**src/include/gpio_pkg.sv**
```systemverilog
// constants shared by the port reset and mode logic
package gpio_pkg;
  localparam int NUM_PORTS = 7;
  localparam int PORT_WIDTH = 8;
  localparam int STROBE_WIDTH = 3;
  // port indices
  localparam logic [2:0] PORT_FIRST = 3'h0;
  localparam logic [2:0] PORT_SECOND = 3'h1;
  localparam logic [2:0] PORT_THIRD = 3'h2;
  localparam logic [2:0] PORT_FOURTH = 3'h3;
  localparam logic [2:0] PORT_FIFTH = 3'h4;
  localparam logic [2:0] PORT_SIXTH = 3'h5;
  localparam logic [2:0] PORT_SEVENTH = 3'h6;
  // valid bits of a full and of the five-bit port
  localparam logic [7:0] FULL_MASK = 8'hff;
  localparam logic [7:0] NARROW_MASK = 8'h1f;
  // reset values of direction and data bits
  localparam logic [7:0] DIR_RESET = 8'h00;
  localparam logic [7:0] DATA_RESET = 8'h00;
  // sixth port bits 7, 5 and 4 carry the test access pins
  localparam logic [7:0] JTAG_PULL_MASK = 8'hb0;
  // seventh port: bits 0..2 strobes, bits 3..4 oscillator
  localparam logic [7:0] STROBE_MASK = 8'h07;
  localparam logic [7:0] OSC_MASK = 8'h18;
  localparam logic [2:0] STROBE_RESET = 3'h3;
  localparam logic [7:0] ZERO_BYTE = 8'h00;
endpackage

```
**src/verilog/gpio_port_bits.sv**
```systemverilog
// direction and data bits of one port
`timescale 1ns/1ps
`default_nettype none
module gpio_port_bits #(
  parameter logic [7:0] VALID_MASK = 8'hff
) (
  // clock and reset
  input wire logic clk,
  input wire logic nrst,
  // write side
  input wire logic dirWrite,
  input wire logic dataWrite,
  input wire logic [7:0] wrData,
  // stored bits
  output logic [7:0] dirBits,
  output logic [7:0] dataBits
);
  typedef struct packed {
    logic [7:0] dir;
    logic [7:0] data;
  } state_type;

  state_type state_r;
  state_type state_nxt;

  always_comb begin
    state_nxt = state_r;
    if (dirWrite) begin
      state_nxt.dir = wrData & VALID_MASK;
    end
    if (dataWrite) begin
      state_nxt.data = wrData & VALID_MASK;
    end
  end

  // async clear drops drive and pull-up select
  always_ff @(posedge clk or negedge nrst) begin
    if (!nrst) begin
      state_r <= {gpio_pkg::DIR_RESET, gpio_pkg::DATA_RESET};
    end else begin
      state_r <= state_nxt;
    end
  end

  assign dirBits = state_r.dir;
  assign dataBits = state_r.data;
endmodule
`default_nettype wire

```
**src/verilog/gpio_ports.sv**
```systemverilog
// seven general-purpose ports with reset and mode overrides
`timescale 1ns/1ps
`default_nettype none
// What this block does
// - Six eight-bit ports and one five-bit port, each bit with its own pull-up select.
// - While reset is low every pin except the legacy-mode third port and strobe bits is released to high impedance without a clock.
// - In legacy mode the third port only drives and keeps driving through reset.
// - The sixth port is analog input and acts as digital port only when the converter is off.
// - With the test port on, pull-ups on sixth port bits 7, 5 and 4 stay on even in reset.
// - In legacy mode the sixth port is input only and never drives.
// - In legacy mode the five-bit port carries strobes, resetting to bits 1,1,0 with bits 3-4 oscillator.
// - A low reset input longer than the least pulse resets the block without a clock.
// - A low program entry pin at the first clock after a power-on reset selects programming mode, else it is ignored.
module gpio_ports (
  // clock and reset
  input wire logic clk,
  input wire logic nrst,
  // static configuration
  input wire logic legacyMode,
  input wire logic jtagEnable,
  input wire logic adcEnable,
  input wire logic powerOnReset,
  input wire logic programEntryPinN,
  // port register writes and reads
  input wire logic [2:0] portSel,
  input wire logic dirWrite,
  input wire logic dataWrite,
  input wire logic [7:0] wrData,
  output logic [7:0] readData,
  output logic programMode,
  // strobes for the five-bit port in legacy mode
  input wire logic [2:0] memStrobe,
  // first port
  input wire logic [7:0] firstPortPinsIn,
  output logic [7:0] firstPortPinsOut,
  output logic [7:0] firstPortPinsOe,
  output logic [7:0] firstPortPullEn,
  // second port
  input wire logic [7:0] secondPortPinsIn,
  output logic [7:0] secondPortPinsOut,
  output logic [7:0] secondPortPinsOe,
  output logic [7:0] secondPortPullEn,
  // third port
  input wire logic [7:0] thirdPortPinsIn,
  output logic [7:0] thirdPortPinsOut,
  output logic [7:0] thirdPortPinsOe,
  output logic [7:0] thirdPortPullEn,
  // fourth port
  input wire logic [7:0] fourthPortPinsIn,
  output logic [7:0] fourthPortPinsOut,
  output logic [7:0] fourthPortPinsOe,
  output logic [7:0] fourthPortPullEn,
  // fifth port
  input wire logic [7:0] fifthPortPinsIn,
  output logic [7:0] fifthPortPinsOut,
  output logic [7:0] fifthPortPinsOe,
  output logic [7:0] fifthPortPullEn,
  // sixth port
  input wire logic [7:0] sixthPortPinsIn,
  output logic [7:0] sixthPortPinsOut,
  output logic [7:0] sixthPortPinsOe,
  output logic [7:0] sixthPortPullEn,
  // seventh port
  input wire logic [4:0] seventhPortPinsIn,
  output logic [4:0] seventhPortPinsOut,
  output logic [4:0] seventhPortPinsOe,
  output logic [4:0] seventhPortPullEn
);
  typedef struct packed {
    logic [2:0] strobe;
    logic powerChecked;
    logic progMode;
    logic [7:0] readData;
  } state_type;

  state_type state_r;
  state_type state_nxt;

  logic [gpio_pkg::NUM_PORTS-1:0][7:0] pinsIn;
  logic [gpio_pkg::NUM_PORTS-1:0][7:0] dirAll;
  logic [gpio_pkg::NUM_PORTS-1:0][7:0] dataAll;
  logic [gpio_pkg::NUM_PORTS-1:0][7:0] oeAll;
  logic [gpio_pkg::NUM_PORTS-1:0][7:0] outAll;
  logic [gpio_pkg::NUM_PORTS-1:0][7:0] pullAll;

  assign pinsIn[gpio_pkg::PORT_FIRST] = firstPortPinsIn;
  assign pinsIn[gpio_pkg::PORT_SECOND] = secondPortPinsIn;
  assign pinsIn[gpio_pkg::PORT_THIRD] = thirdPortPinsIn;
  assign pinsIn[gpio_pkg::PORT_FOURTH] = fourthPortPinsIn;
  assign pinsIn[gpio_pkg::PORT_FIFTH] = fifthPortPinsIn;
  assign pinsIn[gpio_pkg::PORT_SIXTH] = sixthPortPinsIn;
  assign pinsIn[gpio_pkg::PORT_SEVENTH] = {3'h0, seventhPortPinsIn};

  // one bit store per port, five valid bits on the last
  genvar i;
  generate
    for (i = 0; i < gpio_pkg::NUM_PORTS; i++) begin : g_port
      gpio_port_bits #(
        .VALID_MASK(i == gpio_pkg::NUM_PORTS - 1 ?
                    gpio_pkg::NARROW_MASK : gpio_pkg::FULL_MASK)
      ) u_bits (
        .clk(clk),
        .nrst(nrst),
        .dirWrite(dirWrite && portSel == 3'(i)),
        .dataWrite(dataWrite && portSel == 3'(i)),
        .wrData(wrData),
        .dirBits(dirAll[i]),
        .dataBits(dataAll[i])
      );
    end
  endgenerate

  // pin drive, value and pull-up with mode overrides
  always_comb begin
    for (int p = 0; p < gpio_pkg::NUM_PORTS; p++) begin
      oeAll[p] = dirAll[p];
      outAll[p] = dataAll[p];
      // pull-up when input with data bit set
      pullAll[p] = ~dirAll[p] & dataAll[p];
    end
    // overrides read static mode inputs and the registered strobes
    if (legacyMode) begin
      oeAll[gpio_pkg::PORT_THIRD] = gpio_pkg::FULL_MASK;
      pullAll[gpio_pkg::PORT_THIRD] = gpio_pkg::ZERO_BYTE;
      oeAll[gpio_pkg::PORT_SIXTH] = gpio_pkg::ZERO_BYTE;
      // strobes driven, oscillator bits left to the oscillator
      oeAll[gpio_pkg::PORT_SEVENTH] = gpio_pkg::STROBE_MASK;
      outAll[gpio_pkg::PORT_SEVENTH] = {5'h00, state_r.strobe};
      pullAll[gpio_pkg::PORT_SEVENTH] = gpio_pkg::ZERO_BYTE;
    end
    if (adcEnable) begin
      oeAll[gpio_pkg::PORT_SIXTH] = gpio_pkg::ZERO_BYTE;
      pullAll[gpio_pkg::PORT_SIXTH] = gpio_pkg::ZERO_BYTE;
    end
    if (jtagEnable) begin
      oeAll[gpio_pkg::PORT_SIXTH] = oeAll[gpio_pkg::PORT_SIXTH] &
                                    ~gpio_pkg::JTAG_PULL_MASK;
      // combinational, so it holds while reset is low
      pullAll[gpio_pkg::PORT_SIXTH] = pullAll[gpio_pkg::PORT_SIXTH] |
                                      gpio_pkg::JTAG_PULL_MASK;
    end
  end

  // next state: strobes, program entry check, read data
  always_comb begin
    state_nxt = state_r;
    state_nxt.strobe = memStrobe;
    if (!state_r.powerChecked) begin
      state_nxt.powerChecked = 1'b1;
      state_nxt.progMode = powerOnReset & ~programEntryPinN;
    end
    if (portSel == gpio_pkg::PORT_SEVENTH) begin
      state_nxt.readData = pinsIn[portSel] & gpio_pkg::NARROW_MASK;
    end else if (portSel < gpio_pkg::PORT_SEVENTH) begin
      state_nxt.readData = pinsIn[portSel];
    end else begin
      state_nxt.readData = gpio_pkg::ZERO_BYTE;
    end
  end

  // reset acts at once, with or without clock
  always_ff @(posedge clk or negedge nrst) begin
    if (!nrst) begin
      state_r <= {gpio_pkg::STROBE_RESET, 1'b0, 1'b0,
                  gpio_pkg::ZERO_BYTE};
    end else begin
      state_r <= state_nxt;
    end
  end

  assign readData = state_r.readData;
  assign programMode = state_r.progMode;

  assign firstPortPinsOut = outAll[gpio_pkg::PORT_FIRST];
  assign firstPortPinsOe = oeAll[gpio_pkg::PORT_FIRST];
  assign firstPortPullEn = pullAll[gpio_pkg::PORT_FIRST];
  assign secondPortPinsOut = outAll[gpio_pkg::PORT_SECOND];
  assign secondPortPinsOe = oeAll[gpio_pkg::PORT_SECOND];
  assign secondPortPullEn = pullAll[gpio_pkg::PORT_SECOND];
  assign thirdPortPinsOut = outAll[gpio_pkg::PORT_THIRD];
  assign thirdPortPinsOe = oeAll[gpio_pkg::PORT_THIRD];
  assign thirdPortPullEn = pullAll[gpio_pkg::PORT_THIRD];
  assign fourthPortPinsOut = outAll[gpio_pkg::PORT_FOURTH];
  assign fourthPortPinsOe = oeAll[gpio_pkg::PORT_FOURTH];
  assign fourthPortPullEn = pullAll[gpio_pkg::PORT_FOURTH];
  assign fifthPortPinsOut = outAll[gpio_pkg::PORT_FIFTH];
  assign fifthPortPinsOe = oeAll[gpio_pkg::PORT_FIFTH];
  assign fifthPortPullEn = pullAll[gpio_pkg::PORT_FIFTH];
  assign sixthPortPinsOut = outAll[gpio_pkg::PORT_SIXTH];
  assign sixthPortPinsOe = oeAll[gpio_pkg::PORT_SIXTH];
  assign sixthPortPullEn = pullAll[gpio_pkg::PORT_SIXTH];
  assign seventhPortPinsOut = outAll[gpio_pkg::PORT_SEVENTH][4:0];
  assign seventhPortPinsOe = oeAll[gpio_pkg::PORT_SEVENTH][4:0];
  assign seventhPortPullEn = pullAll[gpio_pkg::PORT_SEVENTH][4:0];
endmodule
`default_nettype wire

```
**config.mk**
```make
export PLATFORM = sky130hd
export DESIGN_NAME = gpio_ports
export DESIGN_NICKNAME = d
export VERILOG_FILES = /design/src/include/gpio_pkg.sv /design/src/verilog/gpio_port_bits.sv /design/src/verilog/gpio_ports.sv
export SDC_FILE = /design/constraint.sdc
export NUM_CORES = 1
export LEC_CHECK = 0
export BUFFER_PORTS_ARGS = -buffer_cell sky130_fd_sc_hd__buf_4
export CORE_MARGIN = 2
export CORE_UTILIZATION = 44
export DETAILED_ROUTE_END_ITERATION = 10
export PLACE_DENSITY = 0.76
export RECOVER_POWER = 100
export SYNTH_ARGS = -nofsm -noshare
export SYNTH_HDL_FRONTEND = slang
export SYNTH_SLANG_ARGS = --single-unit
```
**constraint.sdc**
```tcl
create_clock -name clk -period 0.88 [get_ports clk]
set_clock_uncertainty 0.2 [all_clocks]
set_input_delay 0.044 -clock clk [delete_from_list [all_inputs] [get_ports clk]]
set_output_delay 0.044 -clock clk [all_outputs]
set_load 0.02 [all_outputs]
```
Yosys cells after proc, flatten, opt, wreduce, memory -nomap -nowiden
Index checks and enable logic that the tools add are counted.
Cells by class
  eq/ne operators: 6
  reduce and logical (&&, ||, !) cells: 15
  $lt $le $gt $ge: 2
  mux-type cells: 13
  bitwise logic cells: 16
Operators by type and width (count)
  $mux 8: 9
  $and 8x8->8: 6
  $not 8->8: 6
  $bmux 8 s3: 1
  $logic_and 1x1->1: 14
  $mux 13: 1
  $mux 5: 2
  $eq 3x3->1 const B: 3
  $eq 3x2->1 const B: 2
  $and 5x5->5: 1
  $not 5->5: 1
  $lt 3x4->1 const B: 1
  $eq 3x1->1 const B: 1
  $logic_not 3->1: 1
  $lt 3x3->1 const B: 1
  $and 1x1->1: 1
  $not 1->1: 1
Storage, ports and cells
  word-level logic and storage cells: 70
  register bits: 119

Logic depth before layout (Yosys ltp)
Gate-level depths: netlist of run 1.
  depth in word-level cells: 4
  depth in mapped cells: 5
  mapped depth without buffers: 3

Hierarchy
A second synthesis of run 1 with hierarchy kept.
Second synthesis, totals
  cells, all modules: 438
  area, all modules: 5936.9 um^2
Modules (own cells, without submodules)
  gpio_port_bits at g_port[0].u_bits ...: area an instance 663.1 um^2, cells each 34, instances 6, sequential area each 400.4 um^2
  gpio_ports: area an instance 1546.5 um^2, cells each 207, instances 1, sequential area each 327.8 um^2
  gpio_port_bits at g_port[6].u_bits: area an instance 411.6 um^2, cells each 27, instances 1, sequential area each 250.2 um^2

Least setup slack after synthesis of run 1
No wires, ideal clock.
  kind: input port to flip-flop
  from: input portSel[0]
  to: register g_port[2].u_bits.state_r, in the netlist g_port[2].u_bits.dataBits[0]
  setup slack: -441 ps
  library setup time: 125 ps
  required time: 555 ps
  buffers on the path: 2
  stages on the path: 5
  arrival time: 997 ps
  cell sequence: buf_6 nor2_4 and3_1 buf_2 mux2_2
Between the ends
  longest elaborated chain between the ends: 2
RTL lines
  start: declaration: RTL line gpio_ports.sv:25  | input wire logic [2:0] portSel,
  $eq 3x2->1: RTL line gpio_ports.sv:105  | .dataWrite(dataWrite && portSel == 3'(i)),
  $logic_and 1x1->1: RTL line gpio_ports.sv:105
  end signal: assignment: RTL line gpio_port_bits.sv:39  | state_r <= {gpio_pkg::DIR_RESET, gpio_pkg::DATA_RESET};
  end signal: assignment: RTL line gpio_port_bits.sv:41  | state_r <= state_nxt;
  end: declaration: RTL line gpio_port_bits.sv:23  | state_type state_r;
No other way between the ends.
A chain may end at the register's enable or synchronous reset.

Worst setup path in the final report of run 1
  from: register g_port[2].u_bits.state_r, in the netlist g_port[2].u_bits.dirBits[5]
  to: output thirdPortPullEn[5]
Between the ends
  longest elaborated chain between the ends: 3
RTL lines
  $not 8->8: RTL line gpio_ports.sv:119  | pullAll[p] = ~dirAll[p] & dataAll[p];
  $and 8x8->8: RTL line gpio_ports.sv:119
  $mux 8: RTL line gpio_ports.sv:122  | if (legacyMode) begin
  end: declaration: RTL line gpio_ports.sv:47  | output logic [7:0] thirdPortPullEn,
No other way between the ends.

==> impl_metrics.tcl, run 1 <==
set metrics [dict create \
    powerDensity_nw_per_um2 2350 \
    synth_xor_xnor_area_share_pct 0 \
    boundaryPins 244 \
    portBuffers 243 \
    grt_antenna_before_repair 0 \
    final.min_clock_period_ns 1.52 \
    reg2regPathDepth 3 \
    critical_path.startpoint "g_port[2].u_bits.dirBits[5]$_DFFE_PN0P_" \
    grt-ovfl-total 0 \
    whs_ns -0.636 \
    synth_seq_area_share_pct 48.5 \
    hpwl_um 12600 \
    yosysTopAreaCell "dfrtp_1" \
    netlist_top_cells_area "dfrtp_1 48%, mux2_2 19%, buf_4 11%, nor2b_1 4.2%, mux2i_1 3.4%" \
    ctsHoldBuffers 15 \
    cts_tree "yes" \
    finalCoreUtilization_pct 80.0 \
    rsz0062_at_grt "true" \
    reg2reg_slack_ns -0.34 \
    mostFrequentLayoutCell "buf_6" \
    slew_violations 0 \
    crit_type "reg2out" \
    dp.cells 881 \
    rr_endpoint "g_port[2].u_bits.dataBits[2]$_DFFE_PN0P_" \
    num_vias 4912 \
    final_cell_mix "258 x buf_6, 102 x buf_4, 85 x dfrtp_1, 76 x mux2_4, 36 x nor2b_4" \
    gp_congestion 0.852 \
    synth.distinct_cells 32 \
    start_util_pct 44.6 \
    cp-start-kind "flop" \
    drv_cap 0 \
    crit_path_max_fanout 2 \
    tightest_slew_ns 0.633 \
    min_period_over_period_pct 172 \
    grt_first_pass_wirelength_um 29000 \
    nNetsFinal 885 \
    drt-total-wl_um 20300 \
    clkSinkCount 119 \
    drive_gt1_share_pct 79.2 \
    synth_top_area_share_pct 47.7 \
    synth-simple-area-share_pct 12.5 \
    synth_compound_area_share_pct 2.34 \
    root_buffer "clkbuf_16" \
    tns_ns -94.69 \
    viasPerCell 4.91 \
    crit_required_ns 0.64 \
    final-setup-viol-count 274 \
    muxShareOfSynthArea_pct 23.4 \
    syn_to_final_growth_pct 79.4 \
    clock_path_buffers 2 \
    relSlewSlack_pct 57.8 \
    outcome "finished with violations" \
    fmax_mhz 660 \
    drt-wirelength-per-cell_um 20.3 \
    grt_pass1_vias 5252 \
    avgSynthCellArea_um2 12.1 \
    crit_arrival_ns 1.27 \
    syn_nets 584 \
    insertedDiodeCount 0 \
    ant_nets 0 \
    hold_path.class "in2async" \
    die_area_um2 14900 \
    gr-usage-all-layers_pct 26.0 \
    final_hold_viol_count 233 \
    ir_drop_mv 1.40 \
    synthAdderAreaFrac_pct 0 \
    crit_end "thirdPortPullEn[5]" \
    fin_ws_ns -0.635 \
    syn_area_um2 6140 \
    cts_made_buffers 17 \
    cp-end-kind "primary output" \
    grt_max_degree 34 \
    ys.warnings.count 0 \
    violations "hold timing, setup timing" \
    drt-pass1-iter-count 4 \
    synth_top_family_by_area "multiplexers" \
    drc 0 \
    reg2reg_from "g_port[2].u_bits.dataBits[2]$_DFFE_PN0P_" \
    drt_iter0_drc 231 \
    synth_cells 508 \
    dpl_worst_slack_ns -0.562 \
    die_x_um 122 \
    ys_ff_latch 119 \
    htreeDepth 4 \
    rows 43 \
    clk_pin_slew_ns 0.05 \
    fin_cells 1001 \
    clock_latency_ns 0.40 \
    die_height_um 122 \
    fp.coreArea_um2 13800 \
    leakagePower_nw 5.40 \
]
-- through the flow --
step | cell area (µm²) | power [mW]
finish | 11000 | 25.9
global route | 11000 | 26.8
CTS | 10700 | 24.8
detailed placement | 8510 | 15.6
global placement | 8510 | 15.4
floorplan | 6770 | 13.0
-- worst max-delay path, cell delays in order, from the launching register on --
cell	delay, ns
dfrtp_1	0.38
or2_4	0.26
nor2_4	0.10
buf_6	0.12
-- synth_stat cells --
master and instances:
nand3_4 2, a31oi_1 5, nor3_1 1, conb_1 1, nor2b_1 41, o21ai_0 4, and3_1 2, a21o_1 3
mux2_2 106, nand4b_4 2, nor2_1 15, nor3b_1 5, nand2_1 12, a22o_1 5, mux2i_1 21, o221ai_1 3
nand2b_1 4, and2_1 8, nand2b_2 2, nor2_4 1, buf_6 2, dfstp_2 2, inv_1 11, clkbuf_1 11
mux2_1 3, dfrtp_1 117, or2_2 16, nor2_2 4, buf_4 91, buf_2 4, nor3_4 2, nand3_1 2
-- how the worst min path moves through the flow --
stage / from / to / slack (ns)
2_1_floorplan: nrst / g_port[0].u_bits.dataBits[0]$_DFFE_PN0P_ / -0.45
3_3_place_gp: nrst / g_port[6].u_bits.dirBits[2]$_DFFE_PN0P_ / -0.25
3_5_place_dp: nrst / g_port[6].u_bits.dirBits[2]$_DFFE_PN0P_ / -0.25
4_1_cts: nrst / g_port[6].u_bits.dataBits[2]$_DFFE_PN0P_ / -0.68
5_1_grt: nrst / g_port[6].u_bits.dirBits[3]$_DFFE_PN0P_ / -0.62
6_report: nrst / g_port[6].u_bits.dirBits[3]$_DFFE_PN0P_ / -0.64
-- state kept, by name (all words and copies together), names as in the netlist --
name and cells:
programMode 1, g_port.u_bits.dataBits 53, readData 8, g_port.u_bits.dirBits 53, state_r 4
-- routing by layer --
layer | up-vias | GRT usage, % | part of all wire, % | wire length (µm)
met1 | 2458 | 28.3 | 36 | 7320
met5 | - | 0 | 0 | 0
met3 | 46 | 5.85 | 4.2 | 861
met2 | 189 | 48.8 | 57 | 11500
met4 | 0 | 10.2 | 3.1 | 628
li1 | 2219 | - | - | -
-- layout make-up --
type / count / area, µm²
inverter: 11 / 41.3
sequential: 119 / 3020
clock inverter: 2 / 10.0
fill: 732 / 2760
multi-input combinational: 270 / 3210
clock buffer: 29 / 541
timing repair buffer: 390 / 3960
tap: 180 / 225
-- where the power goes --
group          total (mW)  switching, mW  internal, mW  leakage, nW
Sequential           8.15           1.47          6.68         1.39
Combinational        11.3           4.46          6.87         3.74
Clock                6.39           2.29          4.10        0.274
-- cell families (layout without fill, tap and decap cells) --
group / count (synthesis) / in the layout
other cells: 1 / 1
flops: 119 / 119
mux: 130 / 130
buf+inv: 119 / 432
compound gates: 20 / 20
simple gates: 119 / 119
-- repair_timing --
action                                 4_1_cts  5_1_grt
resized for setup                          286       90
endpoints found under the hold margin      237      233
buffers inserted                            57       33
setup endpoints to repair                  277      287
pin swaps                                   26       15
gates cloned                                 0        0
(Power assumes the default switching activity.)
==> run 2, diff against run 1 <==
==> constraint.sdc (replaced) <==
create_clock -name clk -period 0.88 [get_ports clk]
set_clock_uncertainty 0.2 [all_clocks]
set_input_delay 0.088 -clock clk [delete_from_list [all_inputs] [get_ports clk]]
set_output_delay 0.088 -clock clk [all_outputs]
set_load 0.02 [all_outputs]
==> run 2 against run 1 <==
The run still ends with hold timing, setup timing left. Final cell count is 1.9% lower. Utilization is 0.055 points lower. Global-route usage is 0.16 points lower. Sequential cell count stayed put. Worst setup slack worse by 0.066 ns. Sequential power is 0.5% higher. First-iteration DRC count is 6.9% lower. Non-clock buffer count is 19 lower. Total power is 2.4% higher. Routed wire length is 2.9% higher. Worst hold slack better by 0.36 ns.
==> impl_metrics.tcl, run 2 (synthesis results as in run 1) <==
set metrics [dict create \
    gr-usage-all-layers_pct 25.9 \
    cp-end-kind "primary output" \
    leakagePower_nw 5.34 \
    crit_type "reg2out" \
    hold_path.class "in2reg" \
    min_period_over_period_pct 180 \
    cts_made_buffers 17 \
    fmax_mhz 632 \
    grt_first_pass_wirelength_um 28900 \
    intPower_mw 18.1 \
    mostFrequentLayoutCell "buf_6" \
    p_comb_share_pct 41.5 \
    outcome "finished with violations" \
    start_util_pct 44.6 \
    violations "hold timing, setup timing" \
    power_mw 26.5 \
    final-setup-viol-count 389 \
    grt-ovfl-total 0 \
    gp_congestion 0.801 \
    dp.cells 869 \
    clkSinkCount 119 \
    root_buffer "clkbuf_16" \
    syn_to_final_growth_pct 79.2 \
    die_x_um 122 \
    finalInstanceArea_um2 11000 \
    die_height_um 122 \
    final_hold_viol_count 115 \
    die_area_um2 14900 \
    drv_cap 0 \
    grt_antenna_before_repair 0 \
    boundaryPins 244 \
    relSlewSlack_pct 61.8 \
    slew_violations 0 \
    drc 0 \
    crit_required_ns 0.59 \
    grt_max_degree 48 \
    viasPerCell 5.05 \
    whs_ns -0.272 \
    rows 43 \
    fin_ws_ns -0.702 \
    cts_tree "yes" \
    final.min_clock_period_ns 1.58 \
    clkPwrFrac_pct 27.6 \
    fp.coreArea_um2 13800 \
    num_vias 4955 \
    seq_power_share_pct 30.9 \
    clk_pin_slew_ns 0.06 \
    powerDensity_nw_per_um2 2410 \
    crit_path_max_fanout 2 \
    ant_nets 0 \
    drive_gt1_share_pct 80.4 \
    drt-wirelength-per-cell_um 21.2 \
    drt_iter0_drc 215 \
    insertedDiodeCount 0 \
    cp-start-kind "flop" \
    crit_arrival_ns 1.29 \
    final_cell_mix "241 x buf_6, 105 x buf_4, 85 x dfrtp_1, 70 x mux2_4, 40 x nor2b_4" \
    drt-total-wl_um 20900 \
    placed_cell_area_um2 8610 \
    switchingPower_mw 8.35 \
    ir_drop_mv 1.57 \
    tightest_slew_ns 0.571 \
    portBuffers 243 \
    rsz0062_at_grt "true" \
    clock_latency_ns 0.40 \
    hpwl_um 12400 \
    fin_cells 982 \
    clock_path_buffers 2 \
    nNetsFinal 866 \
    drt-pass1-iter-count 4 \
    htreeDepth 4 \
    grt_pass1_vias 5302 \
    switching_share_pct 31.5 \
]
## run 2: cell types whose count changed in the layout (fill, tap and decap cells not counted), moves of 5 or more
cell      previous run  this run
mux2_2              33        39
clkbuf_2             5         0
buf_6              258       241
buf_12               3         9
clkbuf_1             7         0
mux2_4              76        70
## run 2: timing repair
item                                   CTS  global route
setup buffers                           36            49
hold buffers                             9             1
gates resized for setup                240            90
cloned                                   0             0
endpoints found under the hold margin  237           234
setup endpoints to repair              281           395
pin swaps                               33            20
## run 2: area by class of cell
type                            count  area (µm²)
Inverter                           11        41.3
Fill cell                         723        2770
Multi-Input combinational cell    270        3250
Tap cell                          180         225
Clock buffer                       23         508
Clock inverter                      8         118
Sequential cell                   119        3020
Timing Repair Buffer              371        3850
## run 2: worst paths after layout
| check | startpoint | end | slack [ns] | cells past startpoint |
|---|---|---|---|---|
| min reg2reg | state_r[9]$_DFF_PN0_ | programMode$_DFFE_PN0N_ | 0.24 | 1 |
| min | programEntryPinN | programMode$_DFFE_PN0N_ | -0.27 | 3 |
| max in group asynchronous | nrst | g_port[0].u_bits.dirBits[3]$_DFFE_PN0P_ | -0.22 | 3 |
| max | g_port[6].u_bits.dirBits[1]$_DFFE_PN0P_ | seventhPortPullEn[1] | -0.70 | 3 |
| max reg2reg | g_port[0].u_bits.dirBits[1]$_DFFE_PN0P_ | g_port[0].u_bits.dirBits[1]$_DFFE_PN0P_ | -0.37 | 3 |
| min in group asynchronous | nrst | g_port[6].u_bits.dataBits[4]$_DFFE_PN0P_ | 0.02 | 2 |
## run 2: stage by stage
stage          setup TNS (ns)  worst slack, ns  util [%]
5_1_grt               -136.27           -0.739      79.9
6_report              -120.91           -0.702      79.9
2_1_floorplan          -44.28           -0.463         -
4_1_cts               -112.01           -0.692      76.1
3_5_place_dp           -76.33           -0.646      62.5
3_3_place_gp           -72.24           -0.606      62.5
## run 2: power by group through the flow
stage	sequential [mW]	combinational [mW]	clock (mW)
2_1_floorplan	7.50	5.95	0
3_3_place_gp	7.83	7.84	0
3_5_place_dp	7.89	8.00	0
4_1_cts	8.00	9.88	7.30
5_1_grt	8.31	11.5	7.66
6_report	8.19	11.0	7.32
## run 2: critical path, cell delays in order, from the launching register on
cell     delay (ns)
dfrtp_1        0.39
or2_4          0.26
nor2_4         0.10
buf_6          0.13
## run 2: layer usage
layer | vias to the layer above | wire length [µm] | GRT usage, %
met2 | 183 | 11800 | 48.1
met5 | - | 0 | 0
met4 | 0 | 539 | 10.1
met3 | 39 | 894 | 6.37
li1 | 2185 | - | -
met1 | 2548 | 7590 | 28.2
==> run 3, diff against run 2 <==
--- a/config.mk
+++ b/config.mk
@@ -6,11 +6,11 @@
 export NUM_CORES = 1
 export LEC_CHECK = 0
 export BUFFER_PORTS_ARGS = -buffer_cell sky130_fd_sc_hd__buf_4
-export CORE_MARGIN = 2
 export CORE_UTILIZATION = 44
 export DETAILED_ROUTE_END_ITERATION = 10
 export PLACE_DENSITY = 0.76
 export RECOVER_POWER = 100
+export REMOVE_ABC_BUFFERS = 1
 export SYNTH_ARGS = -nofsm -noshare
 export SYNTH_HDL_FRONTEND = slang
 export SYNTH_SLANG_ARGS = --single-unit
==> run 3 against run 2 <==
The run still ends with hold timing, setup timing left. Critical endpoint is now seventhPortPullEn[4]. Final cell count up 2.4%. Register-to-register slack barely moved. Die area decreased by 3.2%. Combinational power hardly changed. Largest cell class unchanged. Critical path type unchanged. Worst hold slack got worse by 0.29 ns. Clock power is 1% higher.
==> impl_metrics.tcl, run 3 (synthesis results as in run 1) <==
set metrics [dict create \
    drc 0 \
    clock_path_buffers 2 \
    fmax_mhz 624 \
    gp_congestion 0.858 \
    powerDensity_nw_per_um2 2440 \
    leakagePower_nw 5.30 \
    grt_first_pass_wirelength_um 29100 \
    grt_antenna_before_repair 0 \
    clock_latency_ns 0.41 \
    viasPerCell 5.14 \
    die_x_um 120 \
    rows 42 \
    insertedDiodeCount 0 \
    cts_tree "yes" \
    crit_required_ns 0.59 \
    top_layer "met4" \
    syn_to_final_growth_pct 75.8 \
    seq_area_um2 3000 \
    wl_met1_um 8210 \
    finalCoreUtilization_pct 80.6 \
    dr_wl_met2_um 12000 \
    multi_input_area_um2 2930 \
    outcome "finished with violations" \
    fill_cells 721 \
    rr_endpoint "g_port[0].u_bits.dirBits[6]$_DFFE_PN0P_" \
    final_hold_viol_count 211 \
    crit_end "seventhPortPullEn[4]" \
    drive_gt1_share_pct 74.5 \
    grt_pass1_vias 5358 \
    reg2reg_from "g_port[0].u_bits.dirBits[6]$_DFFE_PN0P_" \
    crit_arrival_ns 1.32 \
    root_buffer "clkbuf_16" \
    whs_ns -0.560 \
    crit_type "reg2out" \
    drt-wirelength-per-cell_um 21.9 \
    num_vias 5175 \
    reg2reg_slack_ns -0.38 \
    mostFrequentLayoutCell "buf_6" \
    clkSinkCount 119 \
    finalInstanceArea_um2 10800 \
    placed_cell_area_um2 7880 \
    power_mw 26.3 \
    final_cell_mix "232 x buf_6, 130 x buf_4, 105 x dfrtp_1, 57 x mux2_4, 52 x mux2_2" \
    dpl_worst_slack_ns -0.720 \
    die_area_um2 14400 \
    final-setup-viol-count 293 \
    fp.coreArea_um2 13400 \
    crit_path_max_fanout 2 \
    rsz0062_at_grt "true" \
    nNetsFinal 893 \
    hpwl_um 12000 \
    fin_ws_ns -0.724 \
    die_height_um 120 \
    slew_violations 0 \
    critical_path.startpoint "g_port[6].u_bits.dataBits[4]$_DFFE_PN0P_" \
    drt_iter0_drc 226 \
    boundaryPins 244 \
    gr-usage-all-layers_pct 26.9 \
    wl_met3_um 1030 \
    cp-start-kind "flop" \
    grt-ovfl-total 0 \
    drv_cap 0 \
    start_util_pct 45.8 \
    clk_pin_slew_ns 0.06 \
    grt_max_degree 31 \
    drt-total-wl_um 22100 \
    reg2regPathDepth 3 \
    drt-pass1-iter-count 6 \
    final.min_clock_period_ns 1.60 \
    ir_drop_mv 1.57 \
    hold_path.class "in2async" \
    cts_made_buffers 17 \
    portBuffers 243 \
    min_period_over_period_pct 182 \
    ant_nets 0 \
    violations "hold timing, setup timing" \
    cp-end-kind "primary output" \
    htreeDepth 4 \
]
## run 3: worst max-delay path, cell delays in order (launching register included)
cell and delay [ns]:
dfrtp_1 0.39, nor2b_4 0.19, nor2b_1 0.17, buf_4 0.16
## run 3: how the worst min path moves through the flow
stage | startpoint | to | slack [ns] | depth (start not counted)
floorplan | nrst | g_port[0].u_bits.dataBits[0]$_DFFE_PN0P_ | -0.41 | 0
global route | nrst | g_port[2].u_bits.dirBits[2]$_DFFE_PN0P_ | -0.55 | 1
CTS | nrst | g_port[2].u_bits.dataBits[6]$_DFFE_PN0P_ | -0.64 | 1
detailed placement | nrst | g_port[2].u_bits.dataBits[6]$_DFFE_PN0P_ | -0.20 | 1
finish | nrst | g_port[2].u_bits.dirBits[2]$_DFFE_PN0P_ | -0.56 | 1
global placement | nrst | g_port[2].u_bits.dirBits[2]$_DFFE_PN0P_ | -0.21 | 1
## run 3: repair_timing
action                                 in CTS  in global routing
hold buffers                               13                  3
gates cloned                                0                  1
buffers inserted                           43                 56
gates resized for setup                   233                173
pin swaps                                  20                 18
endpoints found under the hold margin     237                233
setup endpoints to repair                 279                295
## run 3: per-stage QoR
step	std cells	setup TNS, ns
detailed placement	865	-77.85
CTS	953	-94.40
finish	1006	-105.50
floorplan	400	-53.14
global route	1006	-114.66
global placement	865	-73.82
## run 3: area by class of cell
type	count	share of cell area [%]
timing repair buffer	398	36.8
sequential	119	27.7
multi-input combinational	270	27.2
clock buffer	20	4.23
tap	176	2.04
clock inverter	12	1.62
inverter	11	0.382
## run 3: per-layer routing
layer / up-vias / global-route usage [%]
met5: - / 0
li1: 2238 / -
met3: 65 / 5.89
met1: 2635 / 31.0
met4: 0 / 10.6
met2: 237 / 48.2
## run 3: where the power goes
group	internal, mW	total (mW)	switching (mW)
combinational	6.41	10.9	4.50
sequential	6.64	7.98	1.34
clock	4.88	7.41	2.53
total	17.9	26.3	8.37
